## src/rtcf_pkg.sv

```systemverilog
// shared constants and carrier types for the rtc flag and interrupt block
package rtcf_pkg;

  // register addresses
  localparam logic [3:0] ADDR_CTRL1 = 4'h0;
  localparam logic [3:0] ADDR_CTRL2 = 4'h1;

  // first control register layout
  localparam int CTRL1_EXTERNAL_CLOCK_TEST_SELECT_BIT = 7;
  localparam int CTRL1_STOP_BIT = 5;
  localparam logic [7:0] CTRL1_MASK = 8'hEC;
  localparam logic [7:0] CTRL1_RESET = 8'h08;

  // second control register layout
  localparam int CTRL2_MINUTE_EN_BIT = 7;
  localparam int CTRL2_SECOND_EN_BIT = 6;
  localparam int CTRL2_TICK_FLAG_BIT = 5;
  localparam int CTRL2_PULSE_SEL_BIT = 4;
  localparam int CTRL2_ALARM_FLAG_BIT = 3;
  localparam int CTRL2_CD_FLAG_BIT = 2;
  localparam int CTRL2_ALARM_IE_BIT = 1;
  localparam int CTRL2_CD_IE_BIT = 0;
  localparam logic [7:0] CTRL2_RESET = 8'h00;

  // prescaler: stage k of the counter is prescaler stage F(k)
  localparam int PRESC_WIDTH = 15;
  localparam int PRESC_KEEP_STAGES = 2;
  localparam int PRESC_BIT_8192HZ = 2;
  localparam int PRESC_BIT_4096HZ = 3;
  localparam int PRESC_BIT_128HZ = 8;
  localparam int PRESC_BIT_64HZ = 9;
  localparam int PRESC_BIT_1HZ = 14;
  // external test clock enters at the foot of a 2^6 chain that ends at the 1 Hz stage
  localparam int TEST_STEP_BIT = PRESC_BIT_1HZ + 1 - 6;

  // countdown source clock select
  localparam logic [1:0] CD_SRC_4096HZ = 2'h0;
  localparam logic [1:0] CD_SRC_64HZ = 2'h1;

  // clock output frequency select
  localparam logic [1:0] CLOCK_OUTPUT_PIN_SEL_32K = 2'h0;
  localparam logic [1:0] CLOCK_OUTPUT_PIN_SEL_16K = 2'h1;
  localparam logic [1:0] CLOCK_OUTPUT_PIN_SEL_8K = 2'h2;

  typedef struct packed {
    logic minute_tick_enable;
    logic second_tick_enable;
    logic periodic_tick_flag;
    logic timer_irq_pulse_select;
    logic alarm_match_flag;
    logic countdown_done_flag;
    logic alarm_irq_enable;
    logic countdown_irq_enable;
  } rtcf_ctrl2_type;

  typedef struct packed {
    logic wr;
    logic rd;
    logic [3:0] addr;
    logic [7:0] wdata;
  } rtcf_reg_req_type;

  typedef struct packed {
    logic tick_1hz;
    logic tick_64hz;
    logic tick_128hz;
    logic tick_4096hz;
    logic tick_8192hz;
  } rtcf_ticks_type;

endpackage

```

## src/rtcf_top.sv

```systemverilog
// rtc event flags, interrupt output, stop bit and external clock test mode
// Notes on behaviour
// tick and countdown events set their flags
// flags hold until a write or the minute-only auto-clear; reads harmless
// flag write stores and of old, written
// flags at bits five, three and two
// host rewrites control bits when clearing flags
// alarm flag clears by the same and-write
// one active-low wired-or interrupt, three sources
// pulse select: pulses or flag-following levels
// tick pulse lasts one 64 Hz period
// clearing tick flag ends its pulse
// level mode: both enables zero release
// countdown reaches interrupt only when enabled
// countdown pulse width from source and value
// clearing countdown flag ends its pulse
// level mode: countdown enable zero releases
// alarm interrupt follows alarm flag level only
// test bit turns clock pin into input
// test clock divided by 2^6 to 1 Hz
// first tick edge 32, then every 64
// stop resets upper prescaler, no ticks
// stop leaves fast clock outputs running
// host toggles stop after entering test mode
// minute or second enable picks flag event
// minute-only mode auto-clears flag after second
// interrupt released when no source asserts
`timescale 1ns/1ps
`default_nettype none
module rtcf_top (
  input wire logic ref_clk,
  input wire logic rst,
  input wire rtcf_pkg::rtcf_reg_req_type reg_req,
  output logic [7:0] reg_rdata,
  input wire logic osc_in,
  input wire logic clock_output_pin_in,
  output logic clock_output_pin_out,
  output logic clock_output_pin_oe,
  input wire logic [1:0] clock_output_pin_freq_sel,
  input wire logic minute_inc,
  input wire logic alarm_match,
  input wire logic countdown_done,
  input wire logic countdown_t_is_one,
  input wire logic [1:0] countdown_src,
  output rtcf_pkg::rtcf_ticks_type time_ticks,
  output logic int_pin_out,
  output logic int_pin_oe
);

  function automatic logic reg_hit(input rtcf_pkg::rtcf_reg_req_type req,
                                   input logic [3:0] addr);
    reg_hit = req.addr == addr;
  endfunction

  // pin synchronisers
  logic [1:0] osc_sync;
  logic [1:0] ext_sync;
  logic osc_last;
  logic ext_last;
  logic osc_rise;
  logic ext_rise;

  logic [7:0] ctrl1;
  logic [7:0] next_ctrl1;
  rtcf_pkg::rtcf_ctrl2_type ctrl2;
  rtcf_pkg::rtcf_ctrl2_type next_ctrl2;
  logic wr_ctl1;
  logic wr_ctl2;
  logic [7:0] wd;
  logic [7:0] next_rdata;

  logic external_clock_test_select;
  logic stop_bit;
  logic pulse_mode;
  logic [rtcf_pkg::PRESC_KEEP_STAGES-1:0] low_stages;
  rtcf_pkg::rtcf_ticks_type presc_ticks;
  logic sec_tick;

  logic minute_only;
  logic minute_evt;
  logic msf_event;
  logic msf_auto_armed;
  logic next_auto_armed;
  logic msf_auto_clear;
  logic keep_tick_flag;
  logic keep_alarm_flag;
  logic keep_cd_flag;

  logic ms_start;
  logic ms_cancel;
  logic ms_active;
  logic cd_start;
  logic cd_cancel;
  logic cd_tick;
  logic cd_active;
  logic ms_src;
  logic cd_src;
  logic al_src;
  logic next_int_oe;
  logic next_clk_level;

  // input edges, read from the second synchroniser stage only
  assign osc_rise = osc_sync[1] & ~osc_last;
  assign ext_rise = ext_sync[1] & ~ext_last;

  assign external_clock_test_select = ctrl1[rtcf_pkg::CTRL1_EXTERNAL_CLOCK_TEST_SELECT_BIT];
  assign stop_bit = ctrl1[rtcf_pkg::CTRL1_STOP_BIT];
  assign pulse_mode = ctrl2.timer_irq_pulse_select;

  // register decode
  assign wd = reg_req.wdata;
  assign wr_ctl1 = reg_req.wr & reg_hit(reg_req, rtcf_pkg::ADDR_CTRL1);
  assign wr_ctl2 = reg_req.wr & reg_hit(reg_req, rtcf_pkg::ADDR_CTRL2);
  assign next_ctrl1 = wr_ctl1 ? (wd & rtcf_pkg::CTRL1_MASK) : ctrl1;
  assign next_rdata = !reg_req.rd ? reg_rdata :
                      reg_hit(reg_req, rtcf_pkg::ADDR_CTRL1) ? ctrl1 :
                      reg_hit(reg_req, rtcf_pkg::ADDR_CTRL2) ? ctrl2 : 8'h00;

  // a written one keeps a flag, a written zero clears it
  assign keep_tick_flag = ~wr_ctl2 | wd[rtcf_pkg::CTRL2_TICK_FLAG_BIT];
  assign keep_alarm_flag = ~wr_ctl2 | wd[rtcf_pkg::CTRL2_ALARM_FLAG_BIT];
  assign keep_cd_flag = ~wr_ctl2 | wd[rtcf_pkg::CTRL2_CD_FLAG_BIT];

  // flag events
  assign sec_tick = presc_ticks.tick_1hz;
  assign minute_only = ctrl2.minute_tick_enable & ~ctrl2.second_tick_enable;
  assign minute_evt = minute_only & minute_inc;
  assign msf_event = (ctrl2.second_tick_enable & sec_tick) | minute_evt;
  assign next_auto_armed = minute_evt | (msf_auto_armed & ~sec_tick);
  assign msf_auto_clear = msf_auto_armed & sec_tick & minute_only;

  // event set wins over a clear in the same cycle; reads never touch flags
  assign next_ctrl2 = '{
    minute_tick_enable: wr_ctl2 ? wd[rtcf_pkg::CTRL2_MINUTE_EN_BIT] : ctrl2.minute_tick_enable,
    second_tick_enable: wr_ctl2 ? wd[rtcf_pkg::CTRL2_SECOND_EN_BIT] : ctrl2.second_tick_enable,
    periodic_tick_flag:
      (ctrl2.periodic_tick_flag & keep_tick_flag & ~msf_auto_clear) | msf_event,
    timer_irq_pulse_select:
      wr_ctl2 ? wd[rtcf_pkg::CTRL2_PULSE_SEL_BIT] : ctrl2.timer_irq_pulse_select,
    alarm_match_flag: (ctrl2.alarm_match_flag & keep_alarm_flag) | alarm_match,
    countdown_done_flag: (ctrl2.countdown_done_flag & keep_cd_flag) | countdown_done,
    alarm_irq_enable: wr_ctl2 ? wd[rtcf_pkg::CTRL2_ALARM_IE_BIT] : ctrl2.alarm_irq_enable,
    countdown_irq_enable: wr_ctl2 ? wd[rtcf_pkg::CTRL2_CD_IE_BIT] : ctrl2.countdown_irq_enable
  };

  // pulse generators
  assign ms_start = msf_event & pulse_mode;
  assign ms_cancel = ~pulse_mode | ~keep_tick_flag;
  assign cd_start = countdown_done & pulse_mode & ctrl2.countdown_irq_enable;
  assign cd_cancel = ~pulse_mode | ~keep_cd_flag | ~ctrl2.countdown_irq_enable;
  assign cd_tick = (countdown_src == rtcf_pkg::CD_SRC_4096HZ) ?
                   (countdown_t_is_one ? presc_ticks.tick_8192hz : presc_ticks.tick_4096hz) :
                   (countdown_src == rtcf_pkg::CD_SRC_64HZ) ?
                   (countdown_t_is_one ? presc_ticks.tick_128hz : presc_ticks.tick_64hz) :
                   presc_ticks.tick_64hz;

  // interrupt sources, wired together
  assign ms_src = pulse_mode ? ms_active :
                  (ctrl2.periodic_tick_flag &
                   (ctrl2.minute_tick_enable | ctrl2.second_tick_enable));
  assign cd_src = ctrl2.countdown_irq_enable &
                  (pulse_mode ? cd_active : ctrl2.countdown_done_flag);
  assign al_src = ctrl2.alarm_irq_enable & ctrl2.alarm_match_flag;
  assign next_int_oe = ms_src | cd_src | al_src;

  assign next_clk_level = (clock_output_pin_freq_sel == rtcf_pkg::CLOCK_OUTPUT_PIN_SEL_32K) ? osc_sync[1] :
                          (clock_output_pin_freq_sel == rtcf_pkg::CLOCK_OUTPUT_PIN_SEL_16K) ? low_stages[0] :
                          (clock_output_pin_freq_sel == rtcf_pkg::CLOCK_OUTPUT_PIN_SEL_8K) ? low_stages[1] :
                          1'b0;

  always_ff @(posedge ref_clk or posedge rst) begin
    if (rst) begin
      osc_sync <= 2'h0;
      ext_sync <= 2'h0;
      osc_last <= 1'b0;
      ext_last <= 1'b0;
    end else begin
      osc_sync <= {osc_sync[0], osc_in};
      ext_sync <= {ext_sync[0], clock_output_pin_in};
      osc_last <= osc_sync[1];
      ext_last <= ext_sync[1];
    end
  end

  always_ff @(posedge ref_clk or posedge rst) begin
    if (rst) begin
      ctrl1 <= rtcf_pkg::CTRL1_RESET;
      ctrl2 <= rtcf_pkg::CTRL2_RESET;
      msf_auto_armed <= 1'b0;
      reg_rdata <= 8'h00;
    end else begin
      ctrl1 <= next_ctrl1;
      ctrl2 <= next_ctrl2;
      msf_auto_armed <= next_auto_armed;
      reg_rdata <= next_rdata;
    end
  end

  // pin drivers; the interrupt pin only ever pulls low
  always_ff @(posedge ref_clk or posedge rst) begin
    if (rst) begin
      int_pin_out <= 1'b0;
      int_pin_oe <= 1'b0;
      clock_output_pin_out <= 1'b0;
      clock_output_pin_oe <= 1'b1;
      time_ticks <= '0;
    end else begin
      int_pin_out <= 1'b0;
      int_pin_oe <= next_int_oe;
      clock_output_pin_out <= next_clk_level;
      clock_output_pin_oe <= ~external_clock_test_select;
      time_ticks <= presc_ticks;
    end
  end

  // test mode swaps the oscillator for the clock pin
  rtcf_prescaler #(
    .WIDTH(rtcf_pkg::PRESC_WIDTH)
  ) u_prescaler (
    .ref_clk(ref_clk),
    .rst(rst),
    .osc_step(osc_rise & ~external_clock_test_select),
    .ext_step(ext_rise & external_clock_test_select),
    .stop(stop_bit),
    .low_stages(low_stages),
    .ticks(presc_ticks)
  );

  rtcf_pulse_gen u_ms_pulse (
    .ref_clk(ref_clk),
    .rst(rst),
    .start(ms_start),
    .tick(presc_ticks.tick_64hz),
    .cancel(ms_cancel),
    .active(ms_active)
  );

  rtcf_pulse_gen u_cd_pulse (
    .ref_clk(ref_clk),
    .rst(rst),
    .start(cd_start),
    .tick(cd_tick),
    .cancel(cd_cancel),
    .active(cd_active)
  );
endmodule
`default_nettype wire

```

## src/rtcf_pulse_gen.sv

```systemverilog
// interrupt pulse stretcher that ends on the next selected tick
`timescale 1ns/1ps
`default_nettype none
module rtcf_pulse_gen (
  input wire logic ref_clk,
  input wire logic rst,
  input wire logic start,
  input wire logic tick,
  input wire logic cancel,
  output logic active
);

  logic next_active;

  // a start wins over a cancel or tick in the same cycle
  assign next_active = start | (active & ~tick & ~cancel);

  always_ff @(posedge ref_clk or posedge rst) begin
    if (rst) begin
      active <= 1'b0;
    end else begin
      active <= next_active;
    end
  end
endmodule
`default_nettype wire

```

## src/rtcf_prescaler.sv

```systemverilog
// oscillator prescaler with stop reset of the upper stages and test clock entry
`timescale 1ns/1ps
`default_nettype none
module rtcf_prescaler #(
  parameter int WIDTH = rtcf_pkg::PRESC_WIDTH
) (
  input wire logic ref_clk,
  input wire logic rst,
  input wire logic osc_step,
  input wire logic ext_step,
  input wire logic stop,
  output logic [rtcf_pkg::PRESC_KEEP_STAGES-1:0] low_stages,
  output rtcf_pkg::rtcf_ticks_type ticks
);

  localparam logic [WIDTH-1:0] ONE = WIDTH'(1);
  localparam logic [WIDTH-1:0] EXT_INC = ONE << rtcf_pkg::TEST_STEP_BIT;
  localparam logic [WIDTH-1:0] LOW_MASK = (ONE << rtcf_pkg::PRESC_KEEP_STAGES) - ONE;

  logic [WIDTH-1:0] count;
  logic [WIDTH-1:0] step_amount;
  logic [WIDTH-1:0] sum;
  logic [WIDTH-1:0] next_count;
  logic [WIDTH-1:0] changed;

  // test clock edges feed the 2^6 chain directly
  assign step_amount = ext_step ? EXT_INC : (osc_step ? ONE : '0);
  assign sum = count + step_amount;
  // stop clears the upper stages, the two lowest keep running
  assign next_count = stop ? (sum & LOW_MASK) : sum;
  assign changed = count ^ next_count;
  assign low_stages = count[rtcf_pkg::PRESC_KEEP_STAGES-1:0];

  always_ff @(posedge ref_clk or posedge rst) begin
    if (rst) begin
      count <= '0;
      ticks <= '0;
    end else begin
      count <= next_count;
      ticks <= '{
        tick_1hz: ~stop & ~count[rtcf_pkg::PRESC_BIT_1HZ] & next_count[rtcf_pkg::PRESC_BIT_1HZ],
        tick_64hz: ~stop & changed[rtcf_pkg::PRESC_BIT_64HZ],
        tick_128hz: ~stop & changed[rtcf_pkg::PRESC_BIT_128HZ],
        tick_4096hz: ~stop & changed[rtcf_pkg::PRESC_BIT_4096HZ],
        tick_8192hz: ~stop & changed[rtcf_pkg::PRESC_BIT_8192HZ]
      };
    end
  end
endmodule
`default_nettype wire

```

## config.mk

```make
export PLATFORM = sky130hd
export DESIGN_NAME = rtcf_top
export DESIGN_NICKNAME = d
export VERILOG_FILES = /design/src/rtcf_pkg.sv /design/src/rtcf_top.sv /design/src/rtcf_pulse_gen.sv /design/src/rtcf_prescaler.sv
export SDC_FILE = /design/constraint.sdc
export NUM_CORES = 1
export LEC_CHECK = 0
export ABC_CLOCK_PERIOD_IN_PS = 2300
export BUFFER_PORTS_ARGS = -buffer_cell sky130_fd_sc_hd__buf_2
export CAP_MARGIN = 15
export CELL_PAD_IN_SITES_DETAIL_PLACEMENT = 0
export CELL_PAD_IN_SITES_GLOBAL_PLACEMENT = 1
export CORE_MARGIN = 2
export CORE_UTILIZATION = 44
export DETAILED_ROUTE_END_ITERATION = 16
export GPL_ROUTABILITY_DRIVEN = 1
export GPL_TIMING_DRIVEN = 0
export HOLD_SLACK_MARGIN = 0.12
export PLACE_DENSITY = 0.88
export SLEW_MARGIN = 15
export SYNTH_ARGS = -nofsm -noshare
export SYNTH_HDL_FRONTEND = slang
export SYNTH_HIERARCHICAL = 1
export SYNTH_SLANG_ARGS = --single-unit
```

## constraint.sdc

```tcl
create_clock -name ref_clk -period 2.3 [get_ports ref_clk]
set_clock_uncertainty 0.05 [all_clocks]
set_input_delay 0.575 -clock ref_clk [delete_from_list [all_inputs] [get_ports ref_clk]]
set_output_delay 0.575 -clock ref_clk [all_outputs]
set_load 0.05 [all_outputs]
```

==> flow_metrics.env, run 1 <==
export IMPL_die_width_um=79.92
export IMPL_dp_final_hpwl_mm=3.373
export IMPL_cp_arrival_ns=2.32
export IMPL_slowest_stage="dfrtp_1"
export IMPL_io_pins=43
export IMPL_wirelength_mm=4.600
export IMPL_clk_latency_ns=0.33
export IMPL_cts_tree="yes"
export IMPL_worst_path_max_fanout=6
export IMPL_final_common_cell="dfrtp_1"
export IMPL_syn_cell_area_um2=2536
export IMPL_fin_crit_sh=0.9221
export IMPL_cts_root_buf="clkbuf_8"
export IMPL_synth_main_ff_cell="dfrtp_1"
export IMPL_first_iter_violations=90
export IMPL_cts_buffer_depth=2
export IMPL_p_leak_nw=1.434
export IMPL_maxSlewHeadroom=0.4992
export IMPL_fill_cells=483
export IMPL_fin_nets=298
export IMPL_numPortBuffers=40
export IMPL_tightest_slew_ns=0.7504
export IMPL_combPwrFrac=0.199
export IMPL_drc_errors=0
export IMPL_synth_fa_ha_area_frac=0.01480
export IMPL_syn_nets=246
export IMPL_grt_overflow_total=0
export IMPL_cpPeakStageDelay_ns=0.42
export IMPL_row_count=27
export IMPL_max_cap_violations=0
export IMPL_switchingPower_w=0.0007764
export IMPL_setup_tns_final_ns=0
export IMPL_criticalPathCategory="flip-flop to flip-flop"
export IMPL_drive_above_1_share=0.3285
export IMPL_grt_max_degree=37
export IMPL_clk_pin_slew_worst_paths_ns=0.06
export IMPL_internal_power_w=0.001792
export IMPL_synth_compound_area_frac=0.07548
export IMPL_fmax_mhz=471.5
export IMPL_ys_async_sr_fraction=1.000
export IMPL_ys_ff_latch=58
export IMPL_core_area_um2=5540
export IMPL_cts_buffers=9
export IMPL_synth_xor_area_share=0.03996
export IMPL_power_density_nw_per_um2=848.8
export IMPL_synth_simple_area_share=0.1544
export IMPL_viasPerCell=4.971
export IMPL_mostFrequentLayoutCells="dfrtp_1, buf_2, nor2_1, inv_1, nand2_1"
export IMPL_p_total_w=0.002569
export IMPL_hold_class="primary input to flip-flop"
export IMPL_dr_total_vias=1720
export IMPL_yosysUniqueCellTypes=44
export IMPL_wl_per_cell_um=13.29
export IMPL_ant_nets=0
export IMPL_die_y_um=79.92
export IMPL_p_sw_frac=0.3022
export IMPL_htreeDepth=3
export IMPL_grt_pass1_wl_mm=8.024
export IMPL_track_usage=0.1691
export IMPL_critPathCaptureType="flip-flop"
export IMPL_synth_top_family_by_area="simple AND/OR/NAND/NOR gates"
export IMPL_setup_viol=0
export IMPL_start_kind="flip-flop"
export IMPL_cp_cell_sequence="nor3b_1 > nor2b_1 > ha_1 > ha_2 > and2_4 > a31oi_4 > or3_1 > a21oi_1"
export IMPL_status="complete, no violations"
export IMPL_area_growth_pct=19.34
export IMPL_synth_mux_area_frac=0.09275
export IMPL_syn_area_per_cell_um2=11.69
export IMPL_critPathRequiredTime_ns=2.50
export IMPL_antenna_found_initial=0
export IMPL_hold_violations=0
export IMPL_slew_violations=0
export IMPL_clkPwrFrac=0.313
export IMPL_clock_sinks=58
export IMPL_synth_cells=217
export IMPL_min_period_ns=2.121
export IMPL_grt_pass1_vias=1724
export IMPL_globalplace_congestion=0.7503
export IMPL_grt_setup_unrepaired="no"
export IMPL_yosysSeqAreaShare=0.5733
export IMPL_dieArea_um2=6387
export IMPL_start_util=0.4578
export IMPL_synth_edff_count=0
export IMPL_vdd_ir_drop_max_mv=0.4268
export IMPL_dr_pass1_iters=4
export IMPL_seq_power_share=0.488
export IMPL_yosys_warnings=6
export IMPL_num_antenna_cells=0
kinds of logic after synthesis:
logic type	Yosys count
AOI/OAI and AO/OA	30
muxes	18
buffers and inverters	25
other	1
adders and majority gates	3
xor gates and xnor gates	10
and+or+nand+nor	72
DFF	58
cell usage after synthesis, types with 2 or more instances:
| library cell | n | area [um^2] |
|---|---|---|
| mux2_2 | 7 | 78.83 |
| buf_4 | 3 | 22.52 |
| inv_1 | 16 | 60.06 |
| or3_1 | 3 | 18.77 |
| a21o_1 | 3 | 22.52 |
| nor3b_1 | 4 | 30.03 |
| nand4b_1 | 2 | 17.52 |
| nor2_1 | 18 | 67.56 |
| and3_1 | 3 | 18.77 |
| o21ai_0 | 11 | 55.05 |
| buf_6 | 2 | 22.52 |
| dfrtp_1 | 56 | 1401 |
| o211ai_1 | 2 | 15.01 |
| nand2_1 | 14 | 52.55 |
| nand3_1 | 11 | 55.05 |
| nor2b_1 | 3 | 18.77 |
| nand3b_1 | 3 | 22.52 |
| ha_1 | 3 | 37.54 |
| mux2_4 | 9 | 135.1 |
| xor2_1 | 4 | 35.03 |
| o22ai_1 | 3 | 18.77 |
| xnor2_1 | 5 | 43.79 |
| clkbuf_1 | 2 | 7.510 |
| dfstp_2 | 2 | 52.55 |
| a21oi_1 | 7 | 35.03 |
| nor3_1 | 3 | 15.01 |
timing repair:
item | in CTS | in global routing
gates resized for setup | 0 | 4
setup buffers | 0 | 0
endpoints found under the hold margin | 2 | 0
hold buffers | 1 | 0
setup endpoints to repair | 0 | 5
flip-flops by register name (all words and copies together), names as in the netlist:
register and count:
msf_auto_armed 1, time_ticks 5, ctrl1 5, int_pin_oe 1, u_cd_pulse/active 1, u_prescaler/count 15, ext_sync 2, reg_rdata 8
pulse_mode 1, u_ms_pulse/active 1, clock_output_pin_oe 1, osc_last 1, clock_output_pin_out 1, u_prescaler/ticks 5, ctrl2 7, ext_last 1
osc_sync 2
routing by layer:
metal | global-route usage | routed length, um | part of all wire | vias up
met3 | 0.04072 | 242 | 0.053 | 10
met5 | 0 | 0 | 0 | -
met2 | 0.2667 | 2173 | 0.47 | 41
met1 | 0.2161 | 2092 | 0.45 | 831
met4 | 0.08644 | 92 | 0.020 | 0
li1 | - | - | - | 838
layout make-up:
type                            count  area, um^2  share of cell area
Timing Repair Buffer               41       210.2             0.06945
Tap cell                           72       90.09             0.02976
Buffer                              9       61.31             0.02026
Clock buffer                       11       141.4             0.04671
Clock inverter                      5       30.03            0.009921
Sequential cell                    58        1454              0.4804
Inverter                           16       60.06             0.01984
Multi-Input combinational cell    134       979.7              0.3237
critical path, delay by kind of cell (launching register included):
| kind | cells | cell delay [ns] |
|---|---|---|
| DFF | 1 | 0.42 |
| adders and majority gates | 2 | 0.44 |
| AOI/OAI and AO/OA | 2 | 0.25 |
| and+or+nand+nor | 4 | 0.88 |
final timing paths:
check                       startpoint                     to  slack, ns  depth (start not counted)
min reg2reg                ext_sync[0]            ext_sync[1]       0.30                          0
max in group asynchronous          rst   u_prescaler/count[0]       0.81                          3
max reg2reg                   ctrl1[7]  u_prescaler/count[14]       0.18                          8
max                           ctrl1[7]  u_prescaler/count[14]       0.18                          8
min                             osc_in            osc_sync[0]       0.30                          1
min in group asynchronous          rst      u_cd_pulse/active       0.61                          3
power by group through the flow:
| stage | registers (W) | logic (W) | clock network (W) |
|---|---|---|---|
| 2_1_floorplan | 0.00135 | 0.000288 | 0 |
| 3_3_place_gp | 0.00127 | 0.000503 | 0 |
| 3_5_place_dp | 0.00127 | 0.000514 | 0 |
| 4_1_cts | 0.00125 | 0.000518 | 0.000834 |
| 5_1_grt | 0.00128 | 0.000559 | 0.000882 |
| 6_report | 0.00125 | 0.000512 | 0.000804 |
stage by stage:
step / cell area, um^2 / utilization / setup WS, ns / hold WS [ns] / instances
after detailed placement: 2826 / 0.5102 / 0.07188 / 0.2858 / 329
after global routing: 3027 / 0.5463 / 0.02047 / 0.2767 / 346
after floorplan: 2536 / - / 0.3484 / 0.2537 / 217
after global placement: 2826 / 0.5102 / 0.06600 / 0.2840 / 329
final: 3027 / 0.5463 / 0.1792 / 0.2963 / 346
after CTS: 3008 / 0.5429 / 0.05854 / 0.2806 / 346
Power figures use the tool's default switching activity.
==> inputs of run 2 (changes only) <==
--- a/config.mk
+++ b/config.mk
@@ -5,13 +5,14 @@
 export SDC_FILE = /design/constraint.sdc
 export NUM_CORES = 1
 export LEC_CHECK = 0
+export ABC_AREA = 1
 export ABC_CLOCK_PERIOD_IN_PS = 2300
 export BUFFER_PORTS_ARGS = -buffer_cell sky130_fd_sc_hd__buf_2
 export CAP_MARGIN = 15
 export CELL_PAD_IN_SITES_DETAIL_PLACEMENT = 0
 export CELL_PAD_IN_SITES_GLOBAL_PLACEMENT = 1
 export CORE_MARGIN = 2
-export CORE_UTILIZATION = 44
+export CORE_UTILIZATION = 42
 export DETAILED_ROUTE_END_ITERATION = 16
 export GPL_ROUTABILITY_DRIVEN = 1
 export GPL_TIMING_DRIVEN = 0
==> run 2 against run 1 <==
Net effect: final area rose by 5.7%; global-route usage up 0.18 points; fmax is 2.7% higher; worst hold slack barely moved; worst setup slack better by 0.056 ns; power grew 3.0%; synthesized cell count is 46% higher; critical path type unchanged.
==> flow_metrics.env, run 2 <==
export IMPL_setup_viol=0
export IMPL_die_y_um=84.27
export IMPL_mostFrequentLayoutCells="nand2_1, dfrtp_1, inv_1, buf_2, nor2_1"
export IMPL_p_total_w=0.002647
export IMPL_grt_setup_unrepaired="no"
export IMPL_critPathRequiredTime_ns=2.46
export IMPL_ant_nets=0
export IMPL_yosysSeqAreaShare=0.5372
export IMPL_criticalPathCategory="flip-flop to flip-flop"
export IMPL_ys_ff_latch=58
export IMPL_synth_area_top_cells="dfrtp_1, nand2_1, inv_1"
export IMPL_yosysUniqueCellTypes=30
export IMPL_clk_pin_slew_worst_paths_ns=0.06
export IMPL_worst_path_max_fanout=5
export IMPL_grt_pass1_vias=2090
export IMPL_vdd_ir_drop_max_mv=0.4034
export IMPL_startpoint="ctrl1[7]"
export IMPL_largest_reg_flops=15
export IMPL_dp_final_hpwl_mm=3.934
export IMPL_fin_ws_ns=0.2351
export IMPL_drc_errors=0
export IMPL_die_width_um=84.27
export IMPL_slew_violations=0
export IMPL_holdCritStartpoint="osc_in"
export IMPL_yosysMostFrequentCell="nand2_1"
export IMPL_clock_sinks=58
export IMPL_globalplace_congestion=0.8410
export IMPL_critPathCaptureType="flip-flop"
export IMPL_synth_cells=317
export IMPL_wirelength_mm=5.311
export IMPL_fmax_mhz=484.3
export IMPL_dr_total_vias=2120
export IMPL_hold_class="primary input to flip-flop"
export IMPL_maxSlewHeadroom=0.4896
export IMPL_dp_worst_setup_slack_ns=0.2387
export IMPL_max_cap_violations=0
export IMPL_biggestRegsByFlops="u_prescaler/count: 15 flops, reg_rdata: 8 flops, ctrl2: 7 flops"
export IMPL_cts_root_buf="clkbuf_8"
export IMPL_fin_nets=398
export IMPL_cts_buffers=9
export IMPL_final_common_cell="nand2_1"
export IMPL_track_usage=0.1709
export IMPL_io_pins=43
export IMPL_start_util=0.4311
export IMPL_cp_arrival_ns=2.22
export IMPL_regToRegStartpoint="ctrl1[7]"
export IMPL_ys_async_sr_fraction=1.000
export IMPL_tightest_slew_ns=0.7645
export IMPL_dr_pass1_iters=4
export IMPL_status="complete, no violations"
export IMPL_hold_violations=0
export IMPL_viasPerCell=4.711
export IMPL_first_iter_violations=133
export IMPL_min_period_ns=2.065
export IMPL_cts_buffer_depth=2
export IMPL_p_leak_nw=1.704
export IMPL_yosys_warnings=6
export IMPL_worst_r2r_cell_count=11
export IMPL_syn_cell_area_um2=2706
export IMPL_grt_overflow_total=0
export IMPL_antenna_found_initial=0
export IMPL_htreeDepth=3
export IMPL_synthDominantCellAreaShare=0.5178
export IMPL_fill_cells=618
export IMPL_core_area_um2=6277
export IMPL_syn_area_per_cell_um2=8.537
export IMPL_power_density_nw_per_um2=827.6
export IMPL_wl_per_cell_um=11.80
export IMPL_syn_nets=346
export IMPL_start_kind="flip-flop"
export IMPL_grt_max_degree=37
export IMPL_synth_common_cells="nand2_1, dfrtp_1, inv_1"
export IMPL_synth_top_cell_by_area="dfrtp_1"
export IMPL_hold_path_cell_count=1
export IMPL_stdcell_count=450
export IMPL_clk_latency_ns=0.33
export IMPL_cts_tree="yes"
export IMPL_dp_cells=434
export IMPL_row_count=29
export IMPL_numPortBuffers=40
export IMPL_setup_tns_final_ns=0
export IMPL_synth_edff_count=0
export IMPL_top_register="u_prescaler/count"
export IMPL_cts_resized=0
export IMPL_dieArea_um2=7101
export IMPL_synth_main_ff_cell="dfrtp_1"
export IMPL_grt_pass1_wl_mm=9.466
export IMPL_area_growth_pct=18.17
export IMPL_drive_above_1_share=0.2091
export IMPL_num_antenna_cells=0
export IMPL_fin_crit_sh=0.8978
run 2: cell types whose count changed after synthesis, moves of 4 or more:
cell | before | now
mux2_2 | 7 | 0
mux2_4 | 9 | 0
nand2_1 | 14 | 85
nand3_1 | 11 | 20
o21ai_0 | 11 | 19
o21ai_1 | 0 | 5
nor2_1 | 18 | 31
inv_1 | 16 | 47
nor2_4 | 0 | 4
nand4_1 | 1 | 6
xor2_1 | 4 | 0
nor3b_1 | 4 | 0
run 2: through the flow:
step / util / cell area [um^2] / hold WS [ns]
5_1_grt: 0.5095 / 3198 / 0.2717
6_report: 0.5095 / 3198 / 0.2962
2_1_floorplan: - / 2706 / 0.2537
3_3_place_gp: 0.4784 / 3003 / 0.2811
3_5_place_dp: 0.4784 / 3003 / 0.2847
4_1_cts: 0.5095 / 3198 / 0.2806
run 2: path summary, 6_finish.rpt:
kind / endpoint / slack, ns
hold reg to reg: ext_sync[1] / 0.30
max in group asynchronous: ext_last / 0.80
hold / removal: osc_sync[0] / 0.30
setup / recovery: u_prescaler/count[10] / 0.24
min in group asynchronous: u_ms_pulse/active / 0.60
setup reg to reg: u_prescaler/count[10] / 0.24
run 2: power breakdown:
| part | switching, W | total (W) | internal, W |
|---|---|---|---|
| Sequential | 0.0000938 | 0.00124 | 0.00115 |
| Combinational | 0.000326 | 0.000501 | 0.000175 |
| Clock | 0.000381 | 0.000902 | 0.000521 |
run 2: critical path: stages, from the launching register on:
cell	delay, ns
dfrtp_1	0.41
nor3_1	0.20
inv_1	0.06
nor2_1	0.12
ha_1	0.21
ha_1	0.22
nand2_1	0.08
inv_1	0.09
nand2_2	0.13
o21bai_4	0.17
xnor2_1	0.13
nor2_1	0.05
run 2: timing repair:
action | CTS | global route
hold endpoints to repair | 2 | 0
setup buffers | 0 | 0
hold buffers | 1 | 0
run 2: layout make-up:
type	count	area, um^2	area share
Timing Repair Buffer	41	210.2	0.06573
Tap cell	77	96.34	0.03013
Buffer	7	56.30	0.01761
Inverter	48	180.2	0.05634
Multi-Input combinational cell	204	1016	0.3177
Sequential cell	58	1454	0.4546
Clock inverter	3	40.04	0.01252
Clock buffer	12	145.1	0.04538
run 2: cells by family after synthesis:
family,Yosys count,synth area share
simple gates,162,0.2802
flops,58,0.5372
buf+inv,55,0.08738
compound gates,36,0.07351
fa+ha+maj,3,0.01387
xor+xnor,2,0.006474
other cells,1,0.001386
run 2: layer usage:
metal / track usage / up-vias / wire length [um]
met3: 0.05310 / 8 / 242
li1: - / 1090 / -
met4: 0.07185 / 0 / 87
met2: 0.2807 / 49 / 2640
met1: 0.2086 / 973 / 2340
met5: 0 / - / 0
